## src/sac_pkg.sv

```systemverilog
/*
 * sac_pkg: constants, field layouts and carrier types for the
 * successive-approximation converter control block.
 * assumes: an 8-bit special-register port and a single system clock.
 */
package sac_pkg;

   ////////////////////////////////////////////////////////////////////
   // special-register addresses
   localparam logic [7:0] SAC_ADDR_CTRL   = 8'he8; // control register
   localparam logic [7:0] SAC_ADDR_RES_HI = 8'hbe; // result high byte
   localparam logic [7:0] SAC_ADDR_RES_LO = 8'hbd; // result low byte
   localparam logic [7:0] SAC_ADDR_CFG    = 8'hbc; // configuration

   ////////////////////////////////////////////////////////////////////
   // control register field positions
   localparam int SAC_CTRL_EN_BIT    = 7; // converter enable
   localparam int SAC_CTRL_DT_BIT    = 6; // delayed track enable
   localparam int SAC_CTRL_DONE_BIT  = 5; // conversion done flag
   localparam int SAC_CTRL_BUSY_BIT  = 4; // conversion busy
   localparam int SAC_CTRL_SRC_LSB   = 0; // start source select lsb
   localparam int SAC_SRC_W          = 3; // start source width

   // reset values
   localparam logic [7:0] SAC_CFG_RESET  = 8'hf8; // divider all ones
   localparam logic [7:0] SAC_CTRL_RESET = 8'h00;

   ////////////////////////////////////////////////////////////////////
   // timing in conversion-clock ticks
   localparam logic [3:0] SAC_TICKS_10  = 4'hd; // 13 ticks, 10-bit
   localparam logic [3:0] SAC_TICKS_8   = 4'hb; // 11 ticks, 8-bit
   localparam logic [3:0] SAC_TICKS_DLY = 4'h3; // delayed tracking
   localparam logic [3:0] SAC_ONE       = 4'h1;

   // code and divider widths
   localparam int SAC_CODE_W = 10; // result code width
   localparam int SAC_DIV_W  = 5;  // divider field width

   ////////////////////////////////////////////////////////////////////
   // start sources
   typedef enum logic [2:0] {
      SAC_SRC_SOFT  = 3'h0, // write of one to busy
      SAC_SRC_TMR0  = 3'h1,
      SAC_SRC_TMR2  = 3'h2,
      SAC_SRC_TMR1  = 3'h3,
      SAC_SRC_EXT   = 3'h4, // rising edge of external start
      SAC_SRC_TMR3  = 3'h5,
      SAC_SRC_NONE6 = 3'h6,
      SAC_SRC_NONE7 = 3'h7
   } sac_src_t;

   // configuration register layout
   typedef struct packed {
      logic [4:0] conv_clock_divider;    // bits 7:3
      logic       left_justify_select;   // bit 2
      logic       eight_bit_mode_enable; // bit 1
      logic       gain_select;           // bit 0, 1 = unity gain
   } sac_cfg_t;

   // timer overflow events, one-cycle pulses, and split-mode levels
   typedef struct packed {
      logic tmr0_ovf;    // timer 0 overflow
      logic tmr1_ovf;    // timer 1 overflow
      logic tmr2_lo_ovf; // timer 2 low byte overflow
      logic tmr2_hi_ovf; // timer 2 high byte overflow
      logic tmr2_split;  // timer 2 runs as 8-bit
      logic tmr3_lo_ovf;
      logic tmr3_hi_ovf;
      logic tmr3_split;
   } sac_tmr_t;

   // formatted result pair
   typedef struct packed {
      logic [7:0] hi; // result high byte
      logic [7:0] lo; // result low byte
   } sac_res_t;

endpackage : sac_pkg

```

## src/sac_clkdiv.sv

```systemverilog
/*
 * sac_clkdiv: conversion-clock tick generator.
 * assumes: divider value is stable or may change at any tick.
 */
`timescale 1ns/1ps
`default_nettype none
module sac_clkdiv
   import sac_pkg::*;
#(
   parameter int DIV_W = SAC_DIV_W // divider field width
)(
   input  wire logic             ref_clk,
   input  wire logic             nrst,
   input  wire logic [DIV_W-1:0] div_val,
   output var  logic             tick
);

   ////////////////////////////////////////////////////////////////////
   // elaboration check
   if (DIV_W < 1 || DIV_W > 16) begin : g_bad_width
      $error("sac_clkdiv: divider width out of range");
   end

   logic [DIV_W-1:0] cnt_reg;  // ticks count up to div_val, then back to zero
   logic [DIV_W-1:0] cnt_next;
   logic             tick_reg; // one system cycle per conv period
   logic             tick_next;

   ////////////////////////////////////////////////////////////////////
   // period of div_val plus one system clocks
   always_comb begin
      if (cnt_reg >= div_val) begin
         cnt_next  = '0;
         tick_next = 1'b1;
      end else begin
         cnt_next  = cnt_reg + DIV_W'(1);
         tick_next = 1'b0;
      end
   end

   // state registers
   always_ff @(posedge ref_clk or negedge nrst) begin
      if (!nrst) begin
         cnt_reg  <= '0;
         tick_reg <= 1'b0;
      end else begin
         cnt_reg  <= cnt_next;
         tick_reg <= tick_next;
      end
   end

   assign tick = tick_reg;

endmodule : sac_clkdiv
`default_nettype wire

```

## src/sac_ctrl.sv

```systemverilog
/*
 * sac_ctrl: top of the converter control block. holds the control,
 * configuration and result registers behind the special-register
 * port, selects the start trigger, sequences tracking and conversion
 * and hands the finished code to the result bytes.
 * assumes: all inputs synchronous to ref_clk; the analog core presents
 * a stable code on core_code by the end of the conversion phase.
 * the divider runs free: the first tick after a trigger comes one to
 * divider-plus-one system cycles later.
 */
`timescale 1ns/1ps
`default_nettype none
module sac_ctrl
   import sac_pkg::*;
(
   input  wire logic                  ref_clk,
   input  wire logic                  nrst,
   // special-register port
   input  wire logic [7:0]            sfr_addr,
   input  wire logic                  sfr_wr,
   input  wire logic [7:0]            sfr_wdata,
   output var  logic [7:0]            sfr_rdata,
   // trigger sources
   input  wire sac_tmr_t              tmr_evt,
   input  wire logic                  external_start_input,
   // interrupt enable from the system interrupt controller
   input  wire logic                  conv_irq_enable,
   // analog core
   input  wire logic [SAC_CODE_W-1:0] core_code,
   output var  logic                  core_shutdown,
   output var  logic                  core_track,
   output var  logic                  core_convert,
   output var  logic                  core_gain_unity,
   output var  logic                  conv_irq_req
);

   ////////////////////////////////////////////////////////////////////
   // sequencer states
   typedef enum logic [1:0] {
      SAC_ST_IDLE,  // tracking or shut down
      SAC_ST_DELAY, // extra tracking before conversion
      SAC_ST_CONV   // successive approximation running
   } sac_state_t;

   // registered state, each but ext_prev_reg with its next value
   sac_state_t state_reg;     // sequencer state
   sac_state_t state_next;
   logic [3:0] cnt_reg;       // conversion-clock tick count
   logic [3:0] cnt_next;
   sac_cfg_t   cfg_reg;       // configuration register
   sac_cfg_t   cfg_next;
   logic       en_reg;        // converter enable
   logic       en_next;
   logic       dt_reg;        // delayed track enable
   logic       dt_next;
   logic       done_reg;      // conversion done flag
   logic       done_next;
   logic       busy_reg;      // conversion busy
   logic       busy_next;
   sac_src_t   src_reg;       // start source select
   sac_src_t   src_next;
   sac_res_t   res_reg;       // result byte pair
   sac_res_t   res_next;
   logic       ext_prev_reg;  // external start, last cycle
   logic [7:0] rdata_reg;     // read data
   logic [7:0] rdata_next;
   logic       track_reg;     // track output
   logic       track_next;
   logic       conv_reg;      // convert output
   logic       conv_next;
   logic       irq_reg;       // interrupt request
   logic       irq_next;
   logic       shut_reg;      // shutdown output
   logic       shut_next;

   // combinational helpers
   logic       tick;          // conversion-clock tick
   sac_res_t   fmt_res;       // formatted live code
   logic       wr_ctrl;       // write to control register
   logic       wr_cfg;        // write to configuration register
   logic       soft_start;    // one written to busy bit
   logic       trig;          // selected start event
   logic       ext_rise;      // rising edge of external start
   logic [3:0] conv_len;      // ticks per conversion
   logic       finish;        // last tick of conversion

   ////////////////////////////////////////////////////////////////////
   // conversion clock and result formatter
   sac_clkdiv #(
      .DIV_W   (SAC_DIV_W)
   ) u_clkdiv (
      .ref_clk (ref_clk),
      .nrst    (nrst),
      .div_val (cfg_reg.conv_clock_divider),
      .tick    (tick)
   );

   sac_format u_format (
      .code                  (core_code),
      .left_justify_select   (cfg_reg.left_justify_select),
      .eight_bit_mode_enable (cfg_reg.eight_bit_mode_enable),
      .res                   (fmt_res)
   );

   ////////////////////////////////////////////////////////////////////
   // register write decode
   // a write lands at the edge that samples the strobe
   assign wr_ctrl    = sfr_wr && (sfr_addr == SAC_ADDR_CTRL);
   assign wr_cfg     = sfr_wr && (sfr_addr == SAC_ADDR_CFG);
   // busy written as one is only a start request
   assign soft_start = wr_ctrl && sfr_wdata[SAC_CTRL_BUSY_BIT];
   // pin history resets low, the idle level, so no
   // false edge follows reset
   assign ext_rise   = external_start_input && !ext_prev_reg;

   ////////////////////////////////////////////////////////////////////
   // trigger selection
   // only the pin is edge-detected: a held pin
   // cannot start twice, but a held timer flag can
   always_comb begin
      // source as stored, not as being written
      unique case (src_reg)
         SAC_SRC_SOFT: trig = soft_start;
         SAC_SRC_TMR0: trig = tmr_evt.tmr0_ovf;
         SAC_SRC_TMR1: trig = tmr_evt.tmr1_ovf;
         SAC_SRC_TMR2: trig = tmr_evt.tmr2_split ?
                              tmr_evt.tmr2_lo_ovf : tmr_evt.tmr2_hi_ovf;
         SAC_SRC_TMR3: trig = tmr_evt.tmr3_split ?
                              tmr_evt.tmr3_lo_ovf : tmr_evt.tmr3_hi_ovf;
         SAC_SRC_EXT:  trig = ext_rise;
         default:      trig = 1'b0; // unused source codes
      endcase
   end

   // conversion length by mode
   // eight-bit mode skips the two lowest decisions
   assign conv_len = cfg_reg.eight_bit_mode_enable ?
                     SAC_TICKS_8 : SAC_TICKS_10;
   // last tick; a disabled converter never completes,
   // so an abort leaves done and the result alone
   assign finish   = en_reg && (state_reg == SAC_ST_CONV) && tick &&
                     (cnt_reg == conv_len - SAC_ONE);

   ////////////////////////////////////////////////////////////////////
   // sequencer and register file next values
   always_comb begin
      state_next = state_reg;
      cnt_next   = cnt_reg;
      cfg_next   = cfg_reg;
      en_next    = en_reg;
      dt_next    = dt_reg;
      src_next   = src_reg;
      done_next  = done_reg;
      res_next   = res_reg;
      // software writes
      // configuration takes the whole byte
      if (wr_cfg) begin
         cfg_next = sac_cfg_t'(sfr_wdata);
      end
      // control: busy is status only, bit 3 not stored
      if (wr_ctrl) begin
         en_next   = sfr_wdata[SAC_CTRL_EN_BIT];
         dt_next   = sfr_wdata[SAC_CTRL_DT_BIT];
         // done may be cleared or set by software
         done_next = sfr_wdata[SAC_CTRL_DONE_BIT];
         src_next  = sac_src_t'(sfr_wdata[SAC_CTRL_SRC_LSB +: SAC_SRC_W]);
      end
      // sequencer
      // triggers outside idle are ignored
      unique case (state_reg)
         // idle: enable must be set before the trigger
         SAC_ST_IDLE: begin
            if (en_reg && trig) begin
               cnt_next   = '0;
               state_next = dt_reg ? SAC_ST_DELAY
                                   : SAC_ST_CONV;
            end
         end
         // delay: sampler tracks three more ticks
         SAC_ST_DELAY: begin
            if (tick) begin
               cnt_next = cnt_reg + SAC_ONE;
               if (cnt_reg == SAC_TICKS_DLY - SAC_ONE) begin
                  cnt_next   = '0;
                  state_next = SAC_ST_CONV;
               end
            end
         end
         // conv: one bit decision per tick
         SAC_ST_CONV: begin
            if (tick) begin
               cnt_next = cnt_reg + SAC_ONE;
            end
            // last tick: result and done as busy falls;
            // after the write, so completion beats a clear
            if (finish) begin
               cnt_next   = '0;
               state_next = SAC_ST_IDLE;
               res_next   = fmt_res;
               done_next  = 1'b1;
            end
         end
      endcase
      // disabling aborts any conversion in flight
      // configuration, result and done survive it
      if (!en_reg) begin
         state_next = SAC_ST_IDLE;
         cnt_next   = '0;
      end
      // status follows the next state
      busy_next  = (state_next != SAC_ST_IDLE);
      conv_next  = (state_next == SAC_ST_CONV);
      // shutdown follows the enable bit
      shut_next  = !en_next;
      // tracking follows state and enable, and in idle the trigger source
      if (state_next == SAC_ST_CONV || !en_next) begin
         track_next = 1'b0;
      end else if (state_next == SAC_ST_DELAY) begin
         track_next = 1'b1;
      end else if (src_next == SAC_SRC_EXT) begin
         track_next = dt_next || !external_start_input;
      end else begin
         track_next = 1'b1;
      end
      // request stands while done and enable are set
      irq_next = done_next && conv_irq_enable;
   end

   ////////////////////////////////////////////////////////////////////
   // read data mux, registered
   // read data shows last cycle's address
   always_comb begin
      rdata_next = 8'h00; // unmapped addresses read zero
      unique case (sfr_addr)
         // control: bit 3 has no flag, reads zero
         SAC_ADDR_CTRL: begin
            rdata_next[SAC_CTRL_EN_BIT]   = en_reg;
            rdata_next[SAC_CTRL_DT_BIT]   = dt_reg;
            rdata_next[SAC_CTRL_DONE_BIT] = done_reg;
            rdata_next[SAC_CTRL_BUSY_BIT] = busy_reg;
            rdata_next[SAC_CTRL_SRC_LSB +: SAC_SRC_W] = src_reg;
         end
         // configuration and results read as stored
         SAC_ADDR_CFG:    rdata_next = cfg_reg;
         SAC_ADDR_RES_HI: rdata_next = res_reg.hi;
         SAC_ADDR_RES_LO: rdata_next = res_reg.lo;
         default:         rdata_next = 8'h00;
      endcase
   end

   ////////////////////////////////////////////////////////////////////
   // state registers
   // reset values are constants only
   always_ff @(posedge ref_clk or negedge nrst) begin
      if (!nrst) begin
         // start shut down, idle, result cleared
         state_reg    <= SAC_ST_IDLE;
         cnt_reg      <= '0;
         cfg_reg      <= sac_cfg_t'(SAC_CFG_RESET);
         en_reg       <= SAC_CTRL_RESET[SAC_CTRL_EN_BIT];
         dt_reg       <= SAC_CTRL_RESET[SAC_CTRL_DT_BIT];
         done_reg     <= SAC_CTRL_RESET[SAC_CTRL_DONE_BIT];
         busy_reg     <= SAC_CTRL_RESET[SAC_CTRL_BUSY_BIT];
         src_reg      <= SAC_SRC_SOFT;
         res_reg      <= '0;
         ext_prev_reg <= 1'b0;
         rdata_reg    <= 8'h00;
         track_reg    <= 1'b0;
         conv_reg     <= 1'b0;
         irq_reg      <= 1'b0;
         shut_reg     <= 1'b1;
      end else begin
         state_reg    <= state_next;
         cnt_reg      <= cnt_next;
         cfg_reg      <= cfg_next;
         en_reg       <= en_next;
         dt_reg       <= dt_next;
         done_reg     <= done_next;
         busy_reg     <= busy_next;
         src_reg      <= src_next;
         res_reg      <= res_next;
         ext_prev_reg <= external_start_input;
         rdata_reg    <= rdata_next;
         track_reg    <= track_next;
         conv_reg     <= conv_next;
         irq_reg      <= irq_next;
         shut_reg     <= shut_next;
      end
   end

   ////////////////////////////////////////////////////////////////////
   // outputs, all from flip-flops
   // no gating between a register and its pin
   assign sfr_rdata       = rdata_reg;
   assign core_shutdown   = shut_reg;
   assign core_track      = track_reg;
   assign core_convert    = conv_reg;
   assign core_gain_unity = cfg_reg.gain_select;
   assign conv_irq_req    = irq_reg;

endmodule : sac_ctrl
`default_nettype wire

```

## src/sac_format.sv

```systemverilog
/*
 * sac_format: places a raw code into the result byte pair.
 * assumes: purely combinational; caller registers the result.
 */
`timescale 1ns/1ps
`default_nettype none
module sac_format
   import sac_pkg::*;
(
   input  wire logic [SAC_CODE_W-1:0] code,
   input  wire logic                  left_justify_select,
   input  wire logic                  eight_bit_mode_enable,
   output var  sac_res_t              res
);

   ////////////////////////////////////////////////////////////////////
   // justification and width selection
   always_comb begin
      res = '0;
      if (eight_bit_mode_enable) begin
         res.hi = code[SAC_CODE_W-1 -: 8];
         res.lo = 8'h00;
      end else if (left_justify_select) begin
         res.hi = code[SAC_CODE_W-1 -: 8];
         res.lo = {code[1:0], 6'h00};
      end else begin
         res.hi = {6'h00, code[SAC_CODE_W-1 -: 2]};
         res.lo = code[7:0];
      end
   end

endmodule : sac_format
`default_nettype wire

```

## config.mk

```make
export PLATFORM = sky130hd
export DESIGN_NAME = sac_ctrl
export DESIGN_NICKNAME = d
export VERILOG_FILES = /design/src/sac_pkg.sv /design/src/sac_clkdiv.sv /design/src/sac_ctrl.sv /design/src/sac_format.sv
export SDC_FILE = /design/constraint.sdc
export NUM_CORES = 1
export LEC_CHECK = 0
export BUFFER_PORTS_ARGS = -buffer_cell sky130_fd_sc_hd__buf_2
export CAP_MARGIN = 20
export CORE_UTILIZATION = 50
export DETAILED_ROUTE_END_ITERATION = 16
export PLACE_DENSITY = 0.79
export SLEW_MARGIN = 20
export SYNTH_ARGS = -nofsm -noshare
export SYNTH_HDL_FRONTEND = slang
export SYNTH_HIERARCHICAL = 1
export SYNTH_SLANG_ARGS = --single-unit
```

## constraint.sdc

```tcl
create_clock -name ref_clk -period 2.7 [get_ports ref_clk]
set_clock_uncertainty 0.2 [all_clocks]
set_input_delay 0.27 -clock ref_clk [delete_from_list [all_inputs] [get_ports ref_clk]]
set_output_delay 0.27 -clock ref_clk [all_outputs]
set_load 0.02 [all_outputs]
```

* Yosys cells after proc, flatten, opt, wreduce, memory -nomap -nowiden
Index checks and enable logic that the tools add are counted.
Storage, ports and cells: bits of input ports 39, bits in latches 0, flip-flop bits (word level) 56, memory bits (read-only) 0, word-level logic and storage cells 97, output and inout port bits 13, RAM bits 0, memories kept 0
Operators by class: divide/modulo/power cells 0, shift operators 0, reduce and logical (&&, ||, !) cells 19, multiplexer cells 34, eq/ne operators 19, magnitude comparators 1, bitwise operators 0, multiply operators 0, add/subtract/negate cells 3
Operators by type and width (count):
- $eq A8 B8 Y1 const B | 4
- $mux W16 | 2
- $mux W4 | 6
- $pmux W4 S4 | 1
- $mux W2 | 6
- $pmux W3 S4 | 1
- $pmux W4 S3 | 1
- $mux W1 | 11
- $eq A3 B3 Y1 const B | 3
- $logic_and A1 B1 Y1 | 9
- $eq A3 B2 Y1 const B | 2
- $mux W3 | 2
- $pmux W1 S6 | 1
- $pmux W2 S3 | 1
- $add A5 B1 Y5 const B | 1
- $ge A5 B5 Y1 | 1
- $mux W5 | 1
- $add A4 B1 Y4 const B | 1
- $eq A2 B1 Y1 const B | 2
- $eq A2 B2 Y1 const B | 2
- $eq A4 B2 Y1 const B | 1
- $eq A4 B4 Y1 | 1
- $ne A4 B3 Y1 const B | 1
- $sub A4 B1 Y4 const B | 1
- other kinds (11) | 14

* Logic depth before layout (Yosys ltp)
Gate-level depths: netlist of run 1.
depth after elaboration 11, depth in mapped cells 8

* Cells and area by module
The synthesis of run 1 kept the hierarchy.
By module, submodules not included:
- sac_ctrl | sequential area each 1258.7 µm², cells an instance 194, instances 1, area an instance 2352.3 µm²
- sac_clkdiv | sequential area each 150.1 µm², cells an instance 34, instances 1, area an instance 367.9 µm²
- sac_format | sequential area each 0.0 µm², cells an instance 20, instances 1, area an instance 157.7 µm²

* Worst setup path before layout of run 1
No wires, ideal clock.
kind register -> register, start point register src_reg[1], end point register track_reg, in the netlist core_track, slack 456 ps, buffers on the path 0, cell stages (with the launch flop) 8, arrival time 1957 ps, setup time 86 ps, cells stage by stage dfrtp_1 > or4b_1 > o311ai_2 > nand2b_4 > a211oi_2 > mux2i_1 > a22oi_2 > nor3_1
On the way: word-level cells in the longest chain between the ends 9, elaborated cells on any way between the ends 19, classes of those cells eq/ne (8); mux (8); reduce/logical (3)
Ends and longest elaborated chain:
- from (decl) | line sac_ctrl.sv:60 | sac_src_t src_reg;
- from (signal assigned) | line sac_ctrl.sv:280 | src_reg <= src_next;
- $eq A3 B3 Y1 (tied with other cells) | line sac_ctrl.sv:122 | unique case (src_reg)
- $pmux W1 S6 | line sac_ctrl.sv:122
- $logic_and A1 B1 Y1 | line sac_ctrl.sv:173 | if (en_reg && trig) begin
- $mux W2 | line sac_ctrl.sv:173
- $pmux W2 S3 | line sac_ctrl.sv:170 | unique case (state_reg)
- $mux W2 | line sac_ctrl.sv:206 | if (!en_reg) begin
- $eq A2 B1 Y1 or $eq A2 B2 Y1 (tied branches) | line sac_ctrl.sv:218, sac_ctrl.sv:216
- $mux W1 or $logic_or A1 B1 Y1 (tied branches) | line sac_ctrl.sv:218, sac_ctrl.sv:216
- $mux W1 * | line sac_ctrl.sv:216 | if (state_next == SAC_ST_CONV || !en_next) begin
- named net track_next | line sac_ctrl.sv:68 | logic track_next;
- to (signal assigned) | line sac_ctrl.sv:284 | track_reg <= track_next;
- to (decl) | line sac_ctrl.sv:67 | logic track_reg;
The timed path passes the listed nets; every way through them passes the cells marked *. A chain may end at the register's enable or synchronous reset.

* Final worst setup path of run 1
start point input external_start_input, end point register track_reg, in the netlist core_track
On the way: word-level cells in the longest chain between the ends 9, elaborated cells on any way between the ends 14, classes of those cells eq/ne (2); mux (7); reduce/logical (5)
Ends and longest elaborated chain:
- from (decl) | line sac_ctrl.sv:25 | input wire logic external_start_input,
- $logic_and A1 B1 Y1 | line sac_ctrl.sv:114 | assign ext_rise = external_start_input && !ext_prev_reg;
- $pmux W1 S6 | line sac_ctrl.sv:122
- $logic_and A1 B1 Y1 | line sac_ctrl.sv:173
- $mux W2 | line sac_ctrl.sv:173
- $pmux W2 S3 | line sac_ctrl.sv:170
- $mux W2 | line sac_ctrl.sv:206
- $eq A2 B1 Y1 or $eq A2 B2 Y1 (tied branches) | line sac_ctrl.sv:218, sac_ctrl.sv:216
- $mux W1 or $logic_or A1 B1 Y1 (tied branches) | line sac_ctrl.sv:218, sac_ctrl.sv:216
- $mux W1 * | line sac_ctrl.sv:216
- named net track_next | line sac_ctrl.sv:68
Marked as above.

==> results of run 1 <==
[layout by cell type, fill, tap and decap left out, types with 2 or more instances in the layout]
cell type,n
sky130_fd_sc_hd__a21oi_1,4
sky130_fd_sc_hd__nor3_1,2
sky130_fd_sc_hd__inv_1,16
sky130_fd_sc_hd__nand2_1,19
sky130_fd_sc_hd__mux2_2,29
sky130_fd_sc_hd__mux2_4,2
sky130_fd_sc_hd__dfrtp_1,50
sky130_fd_sc_hd__nor2b_1,7
sky130_fd_sc_hd__and3_1,2
sky130_fd_sc_hd__and2b_1,2
sky130_fd_sc_hd__nand4_1,2
sky130_fd_sc_hd__o311ai_2,2
sky130_fd_sc_hd__mux2i_1,6
sky130_fd_sc_hd__a222oi_1,4
sky130_fd_sc_hd__dlygate4sd3_1,5
sky130_fd_sc_hd__a311oi_1,5
sky130_fd_sc_hd__o21ai_0,8
sky130_fd_sc_hd__ha_1,11
sky130_fd_sc_hd__buf_4,7
sky130_fd_sc_hd__a221o_1,3
sky130_fd_sc_hd__and2_1,8
sky130_fd_sc_hd__nand2b_1,5
sky130_fd_sc_hd__dfstp_2,6
sky130_fd_sc_hd__a31oi_1,3
sky130_fd_sc_hd__nand3_1,7
sky130_fd_sc_hd__buf_2,51
sky130_fd_sc_hd__nor2_1,10
sky130_fd_sc_hd__clkbuf_8,5
sky130_fd_sc_hd__a21o_1,2
sky130_fd_sc_hd__nor3b_1,3
sky130_fd_sc_hd__a22o_1,2
sky130_fd_sc_hd__xor2_1,2
[logic make-up (layout without fill, tap and decap cells)]
kind of cell,count (synthesis),after routing,share of synthesized area [%]
flip-flops,56,56,49.0
multiplexers,37,37,14.5
AND/OR/NAND/NOR,78,78,15.5
XOR/XNOR,3,3,0.913
adder cells (fa/ha/maj),11,11,4.78
AO/OA/AOI/OAI,43,43,12.4
buffers and inverters,20,87,2.96
[area by class of cell]
class,instances,area [um2]
Sequential cell,56,1410
Inverter,16,60.1
Multi-Input combinational cell,172,1380
Clock inverter,2,38.8
Clock buffer,6,72.6
Tap cell,72,90.1
Timing Repair Buffer,63,358
Fill cell,453,2130
[critical path: stages]
cell and delay [ps]:
sky130_fd_sc_hd__dlygate4sd3_1 510, sky130_fd_sc_hd__buf_2 110, sky130_fd_sc_hd__or4b_1 450, sky130_fd_sc_hd__o311ai_2 140, sky130_fd_sc_hd__nand2b_4 100, sky130_fd_sc_hd__a211oi_2 220
sky130_fd_sc_hd__mux2i_1 310, sky130_fd_sc_hd__a22oi_2 110, sky130_fd_sc_hd__nor3_1 200
[path summary, 6_finish.rpt]
kind,from,to,cells past startpoint
max in group asynchronous,nrst,cfg_reg[3],3
min reg2reg,u_clkdiv/cnt_reg[0],u_clkdiv/cnt_reg[0],1
max reg2reg,src_reg[1],core_track,7
min,sfr_wdata[7],cfg_reg[7],2
max,external_start_input,core_track,9
min in group asynchronous,nrst,u_clkdiv/tick,2
[metal layers]
metal | vias to the layer above | routed length [um] | part of all wire (%) | GRT usage (%)
met2 | 67 | 2800 | 47 | 32.6
met1 | 1034 | 2730 | 46 | 29.4
li1 | 1032 | - | - | -
met4 | 0 | 88 | 1.5 | 6.79
met5 | - | 0 | 0 | 0
met3 | 8 | 293 | 5.0 | 4.00
[power groups by stage]
stage / Sequential (mW) / Clock [mW] / Combinational (mW)
finish: 0.908 / 0.560 / 0.193
global route: 0.913 / 0.602 / 0.217
CTS: 0.908 / 0.571 / 0.194
detailed placement: 0.924 / 0 / 0.187
global placement: 0.923 / 0 / 0.181
floorplan: 0.920 / 0 / 0.106
[metrics by stage]
stage                     area (um2)  setup WS (ps)  util [%]
final                           3410            298      61.6
after global routing            3410            102      61.6
after global placement          3250            368      58.7
after floorplan                 2880            456         -
after CTS                       3410            283      61.6
after detailed placement        3250            314      58.7
==> impl_metrics.env, run 1 <==
export IMPL_status="completed"
export IMPL_buffer_ports_inserted=51
export IMPL_layoutNonFillerInstCount=387
export IMPL_fp_dieArea_um2=6060
export IMPL_worst_slew_pin_transition_ps=487
export IMPL_worstSetupStartpointType="input port"
export IMPL_vdd_ir_drop_max_mv=0.278
export IMPL_drt_first_iter_violations=128
export IMPL_placement_rows=27
export IMPL_synth_commonest_cells="sky130_fd_sc_hd__dfrtp_1, sky130_fd_sc_hd__mux2_2, sky130_fd_sc_hd__nand2_1"
export IMPL_clock_fmax_ghz=0.416
export IMPL_globalRoute_totalOverflow=0
export IMPL_worstPathRequired_ps=2730
export IMPL_p_per_area_nw_per_um2=487
export IMPL_power_internal_mw=1.25
export IMPL_grt_pass1_wl_um=9670
export IMPL_routability_cong=0.804
export IMPL_sequential_cell_area_fraction_in_the_yosys_report_pct=49.0
export IMPL_initial_antenna_violation_count=0
export IMPL_switching_share_pct=24.8
export IMPL_worst_setup_path_end_kind="flip-flop"
export IMPL_grt_max_degree=40
export IMPL_routed_via_density=5.53
export IMPL_path_class="in -> reg"
export IMPL_post_cts_setup_buffer_count=0
export IMPL_drtPass1Iterations=4
export IMPL_drive_gt1_share_pct=36.5
export IMPL_clk_latency_ps=320
export IMPL_comb_power_share_pct=11.6
export IMPL_period_needed_ps=2400
export IMPL_post_cts_resized_instances=0
export IMPL_placed_instances=374
export IMPL_route_antenna_remaining_nets=0
export IMPL_postRouteWirelength_um=5900
export IMPL_chipWidth_um=77.9
export IMPL_synth_seq_cells=56
export IMPL_detail_route_wl_per_cell_um=15.3
export IMPL_timing_hold_violations_final=0
export IMPL_max_slew_headroom_at_the_worst_pin_pct=67.2
export IMPL_layout_area_overhead_pct=18.6
export IMPL_unrepaired_setup_endpoints_after_global_routing="no"
export IMPL_clock_sinks=56
export IMPL_nNetsFinal=364
export IMPL_report_power_total_mw=1.66
export IMPL_max_reg_flops=16
export IMPL_critical_path_peak_fanout=3
export IMPL_io_pins=52
export IMPL_critical_path_arrival_ps=2430
export IMPL_core_region_area_um2=5540
export IMPL_clock_tree_root_cell="sky130_fd_sc_hd__clkbuf_8"
export IMPL_cts_tree="done"
export IMPL_synth_nets=298
export IMPL_clock_pin_slew_on_the_worst_setup_and_hold_paths_ps=110
export IMPL_yosys_warnings=6
export IMPL_start_util_pct=51.9
export IMPL_reg2reg_setup_slack_ps=300
export IMPL_place_detailed_hpwl_um=4350
export IMPL_clock_tree_htree_level_count=2
export IMPL_synth_cell_area_um2=2880
export IMPL_synthDistinctLibCells=53
export IMPL_drt_drc_violations_left=0
export IMPL_gr_usage_all_layers_pct=20.9
export IMPL_synth_top_flop_cell="sky130_fd_sc_hd__dfrtp_1"
export IMPL_n_antenna_cell=0
export IMPL_routed_via_count=2141
export IMPL_finalCritPeriodShare_pct=89.0
export IMPL_cts_max_path_buffers=2
export IMPL_slew_violations=0
export IMPL_worstHoldPathType="in -> reg"
export IMPL_setup_violations=0
export IMPL_fin_setup_tns_ps=0
export IMPL_cts_buffers=5
export IMPL_die_height_um=77.9
export IMPL_syn_instance_count=248
export IMPL_edff_count_synth=0
export IMPL_async_s_r_ff_share_synth_pct=100
export IMPL_p_switching_uw=412
export IMPL_avgSynthCellArea_um2=11.6
export IMPL_post_cts_hold_buffer_count=5
export IMPL_post_synth_main_area_contributors="sky130_fd_sc_hd__dfrtp_1, sky130_fd_sc_hd__mux2_2, sky130_fd_sc_hd__dfstp_2, sky130_fd_sc_hd__ha_1, sky130_fd_sc_hd__nand2_1"
export IMPL_cellLeakagePower_nw=1.65
export IMPL_area_share_of_the_largest_cell_type_after_synthesis_pct=43.5
export IMPL_synth_most_common_cell="sky130_fd_sc_hd__dfrtp_1"
export IMPL_sequential_share_of_power_pct=54.7
export IMPL_synthDominantAreaCellType="sky130_fd_sc_hd__dfrtp_1"
export IMPL_max_cap_viol_count=0
export IMPL_clockPowerShare_pct=33.7
export IMPL_first_global_vias=2009
export IMPL_final_hold_slack_ps=14.7
Power figures use the tool's default switching activity.
==> run 2: changes to the inputs <==
--- a/config.mk
+++ b/config.mk
@@ -7,9 +7,10 @@
 export LEC_CHECK = 0
 export BUFFER_PORTS_ARGS = -buffer_cell sky130_fd_sc_hd__buf_2
 export CAP_MARGIN = 20
-export CORE_UTILIZATION = 50
+export CORE_UTILIZATION = 38
 export DETAILED_ROUTE_END_ITERATION = 16
-export PLACE_DENSITY = 0.79
+export PLACE_DENSITY = 0.64
+export REMOVE_ABC_BUFFERS = 1
 export SLEW_MARGIN = 20
 export SYNTH_ARGS = -nofsm -noshare
 export SYNTH_HDL_FRONTEND = slang
==> run 2 against run 1 <==
Net effect: design area grew 1.2%; die area grew 31%; largest cell class unchanged; sequential power is essentially flat; worst hold slack gained 2.8 ps.
==> impl_metrics.env, run 2 (synthesis gave the netlist of run 1 again) <==
export IMPL_cell_area_reported_after_detailed_placement_um2=3290
export IMPL_worst_slew_pin_transition_ps=990
export IMPL_grt_pass1_wl_um=9600
export IMPL_clock_sinks=56
export IMPL_switching_share_pct=24.2
export IMPL_layout_cells_most_common_list="sky130_fd_sc_hd__buf_2, sky130_fd_sc_hd__dfrtp_1, sky130_fd_sc_hd__mux2_2, sky130_fd_sc_hd__nand2_1, sky130_fd_sc_hd__inv_1"
export IMPL_globalRoute_totalOverflow=0
export IMPL_post_cts_setup_buffer_count=0
export IMPL_cts_buffers=5
export IMPL_max_cap_viol_count=0
export IMPL_max_slew_headroom_at_the_worst_pin_pct=34.0
export IMPL_start_util_pct=39.5
export IMPL_vdd_ir_drop_max_mv=0.298
export IMPL_layout_commonest_cell="sky130_fd_sc_hd__buf_2"
export IMPL_number_of_cells_on_the_worst_hold_path=2
export IMPL_critical_path_peak_fanout=3
export IMPL_die_height_um=89.0
export IMPL_fp_dieArea_um2=7930
export IMPL_design_area_um2=3450
export IMPL_worst_setup_path_end_kind="flip-flop"
export IMPL_gr_usage_all_layers_pct=15.9
export IMPL_unrepaired_setup_endpoints_after_global_routing="no"
export IMPL_layout_area_overhead_pct=20.0
export IMPL_layoutNonFillerInstCount=414
export IMPL_clock_tree_htree_level_count=2
export IMPL_cts_max_path_buffers=2
export IMPL_grt_max_degree=45
export IMPL_n_antenna_cell=0
export IMPL_post_route_met1_wirelength_um=3020
export IMPL_critical_path_arrival_ps=2490
export IMPL_place_detailed_hpwl_um=4580
export IMPL_initial_antenna_violation_count=0
export IMPL_clockPowerShare_pct=34.5
export IMPL_placement_rows=31
export IMPL_detail_route_wl_per_cell_um=14.7
export IMPL_timing_hold_violations_final=0
export IMPL_met2_wirelength_um=2700
export IMPL_routed_via_count=2096
export IMPL_layout_fillers=705
export IMPL_ff2ff_path_depth=7
export IMPL_clock_fmax_ghz=0.406
export IMPL_worstHoldPathType="in -> reg"
export IMPL_wl_met3_um=324
export IMPL_drt_first_iter_violations=148
export IMPL_chipWidth_um=89.0
export IMPL_max_reg_flops=16
export IMPL_comb_power_share_pct=11.4
export IMPL_worstSetupStartpointType="input port"
export IMPL_clk_latency_ps=310
export IMPL_routability_cong=0.801
export IMPL_slew_violations=0
export IMPL_sequential_share_of_power_pct=54.2
export IMPL_cts_tree="done"
export IMPL_cellLeakagePower_nw=1.66
export IMPL_worst_r2r_endpoint="core_track"
export IMPL_p_switching_uw=405
export IMPL_post_cts_resized_instances=0
export IMPL_drive_gt1_share_pct=37.1
export IMPL_finalCritPeriodShare_pct=91.3
export IMPL_p_per_area_nw_per_um2=486
export IMPL_placed_instances=402
export IMPL_routed_via_density=5.06
export IMPL_io_pins=52
export IMPL_postRouteWirelength_um=6100
export IMPL_clock_tree_root_cell="sky130_fd_sc_hd__clkbuf_8"
export IMPL_clock_pin_slew_on_the_worst_setup_and_hold_paths_ps=100
export IMPL_path_class="in -> reg"
export IMPL_drtPass1Iterations=4
export IMPL_reg2reg_setup_slack_ps=310
export IMPL_first_global_vias=1951
export IMPL_report_power_total_mw=1.68
export IMPL_period_needed_ps=2460
export IMPL_nNetsFinal=364
export IMPL_status="completed"
export IMPL_drt_drc_violations_left=0
export IMPL_buffer_ports_inserted=51
export IMPL_setup_violations=0
export IMPL_rr_startpoint="src_reg[0]"
export IMPL_hold_start="sfr_wdata[5]"
export IMPL_core_region_area_um2=7290
export IMPL_route_antenna_remaining_nets=0
export IMPL_uppermost_metal_layer_occupied_by_signal_nets="met4"
export IMPL_worstPathRequired_ps=2720
export IMPL_power_internal_mw=1.27
export IMPL_fin_setup_tns_ps=0
export IMPL_worst_hold_path_endpoint="cfg_reg[5]"
[run 2: per-stage QoR]
step | hold WS [ps] | util (%) | setup slack (ps)
after global routing | 13.5 | 47.4 | 105
after floorplan | -226 | - | 456
after CTS | 9.68 | 47.4 | 258
after detailed placement | 216 | 45.1 | 377
final | 17.5 | 47.4 | 236
after global placement | 216 | 45.1 | 394
[run 2: final cells by class]
class | instances | area [um2] | share of cell area, %
Clock inverter | 2 | 38.8 | 1.12
Sequential cell | 56 | 1410 | 40.8
Multi-Input combinational cell | 172 | 1380 | 40.1
Clock buffer | 6 | 82.6 | 2.39
Tap cell | 99 | 124 | 3.59
Timing Repair Buffer | 63 | 355 | 10.3
Inverter | 16 | 60.1 | 1.74
[run 2: power by group through the flow]
stage          Combinational [mW]  Clock [mW]  Sequential (mW)
2_1_floorplan               0.103           0            0.920
3_3_place_gp                0.185           0            0.923
3_5_place_dp                0.189           0            0.924
4_1_cts                     0.194       0.592            0.908
5_1_grt                     0.217       0.623            0.914
6_report                    0.191       0.578            0.908
[run 2: worst max path at each step]
stage | start | depth (start not counted) | to
final | external_start_input | 9 | core_track
after global routing | external_start_input | 9 | core_track
after CTS | external_start_input | 9 | core_track
after detailed placement | src_reg[0] | 7 | core_track
after global placement | src_reg[0] | 7 | core_track
after floorplan | src_reg[1] | 7 | core_track
[run 2: layer usage]
layer	GRT usage, %	up-vias
li1	-	1043
met1	24.4	985
met2	23.5	63
met3	2.59	5
met4	3.90	0
met5	0	-
[run 2: worst max-delay path, cell delays in order]
cell and delay, ps:
sky130_fd_sc_hd__dlygate4sd3_1 520, sky130_fd_sc_hd__buf_2 120, sky130_fd_sc_hd__or4b_1 450, sky130_fd_sc_hd__o311ai_2 140, sky130_fd_sc_hd__nand2b_4 100, sky130_fd_sc_hd__a211oi_2 220, sky130_fd_sc_hd__mux2i_1 320, sky130_fd_sc_hd__a22oi_2 120
sky130_fd_sc_hd__nor3_1 210
[run 2: timing repair]
action | 4_1_cts | 5_1_grt
hold buffers | 4 | 0
endpoints found under the hold margin | 39 | 0
setup endpoints to repair | 0 | 0
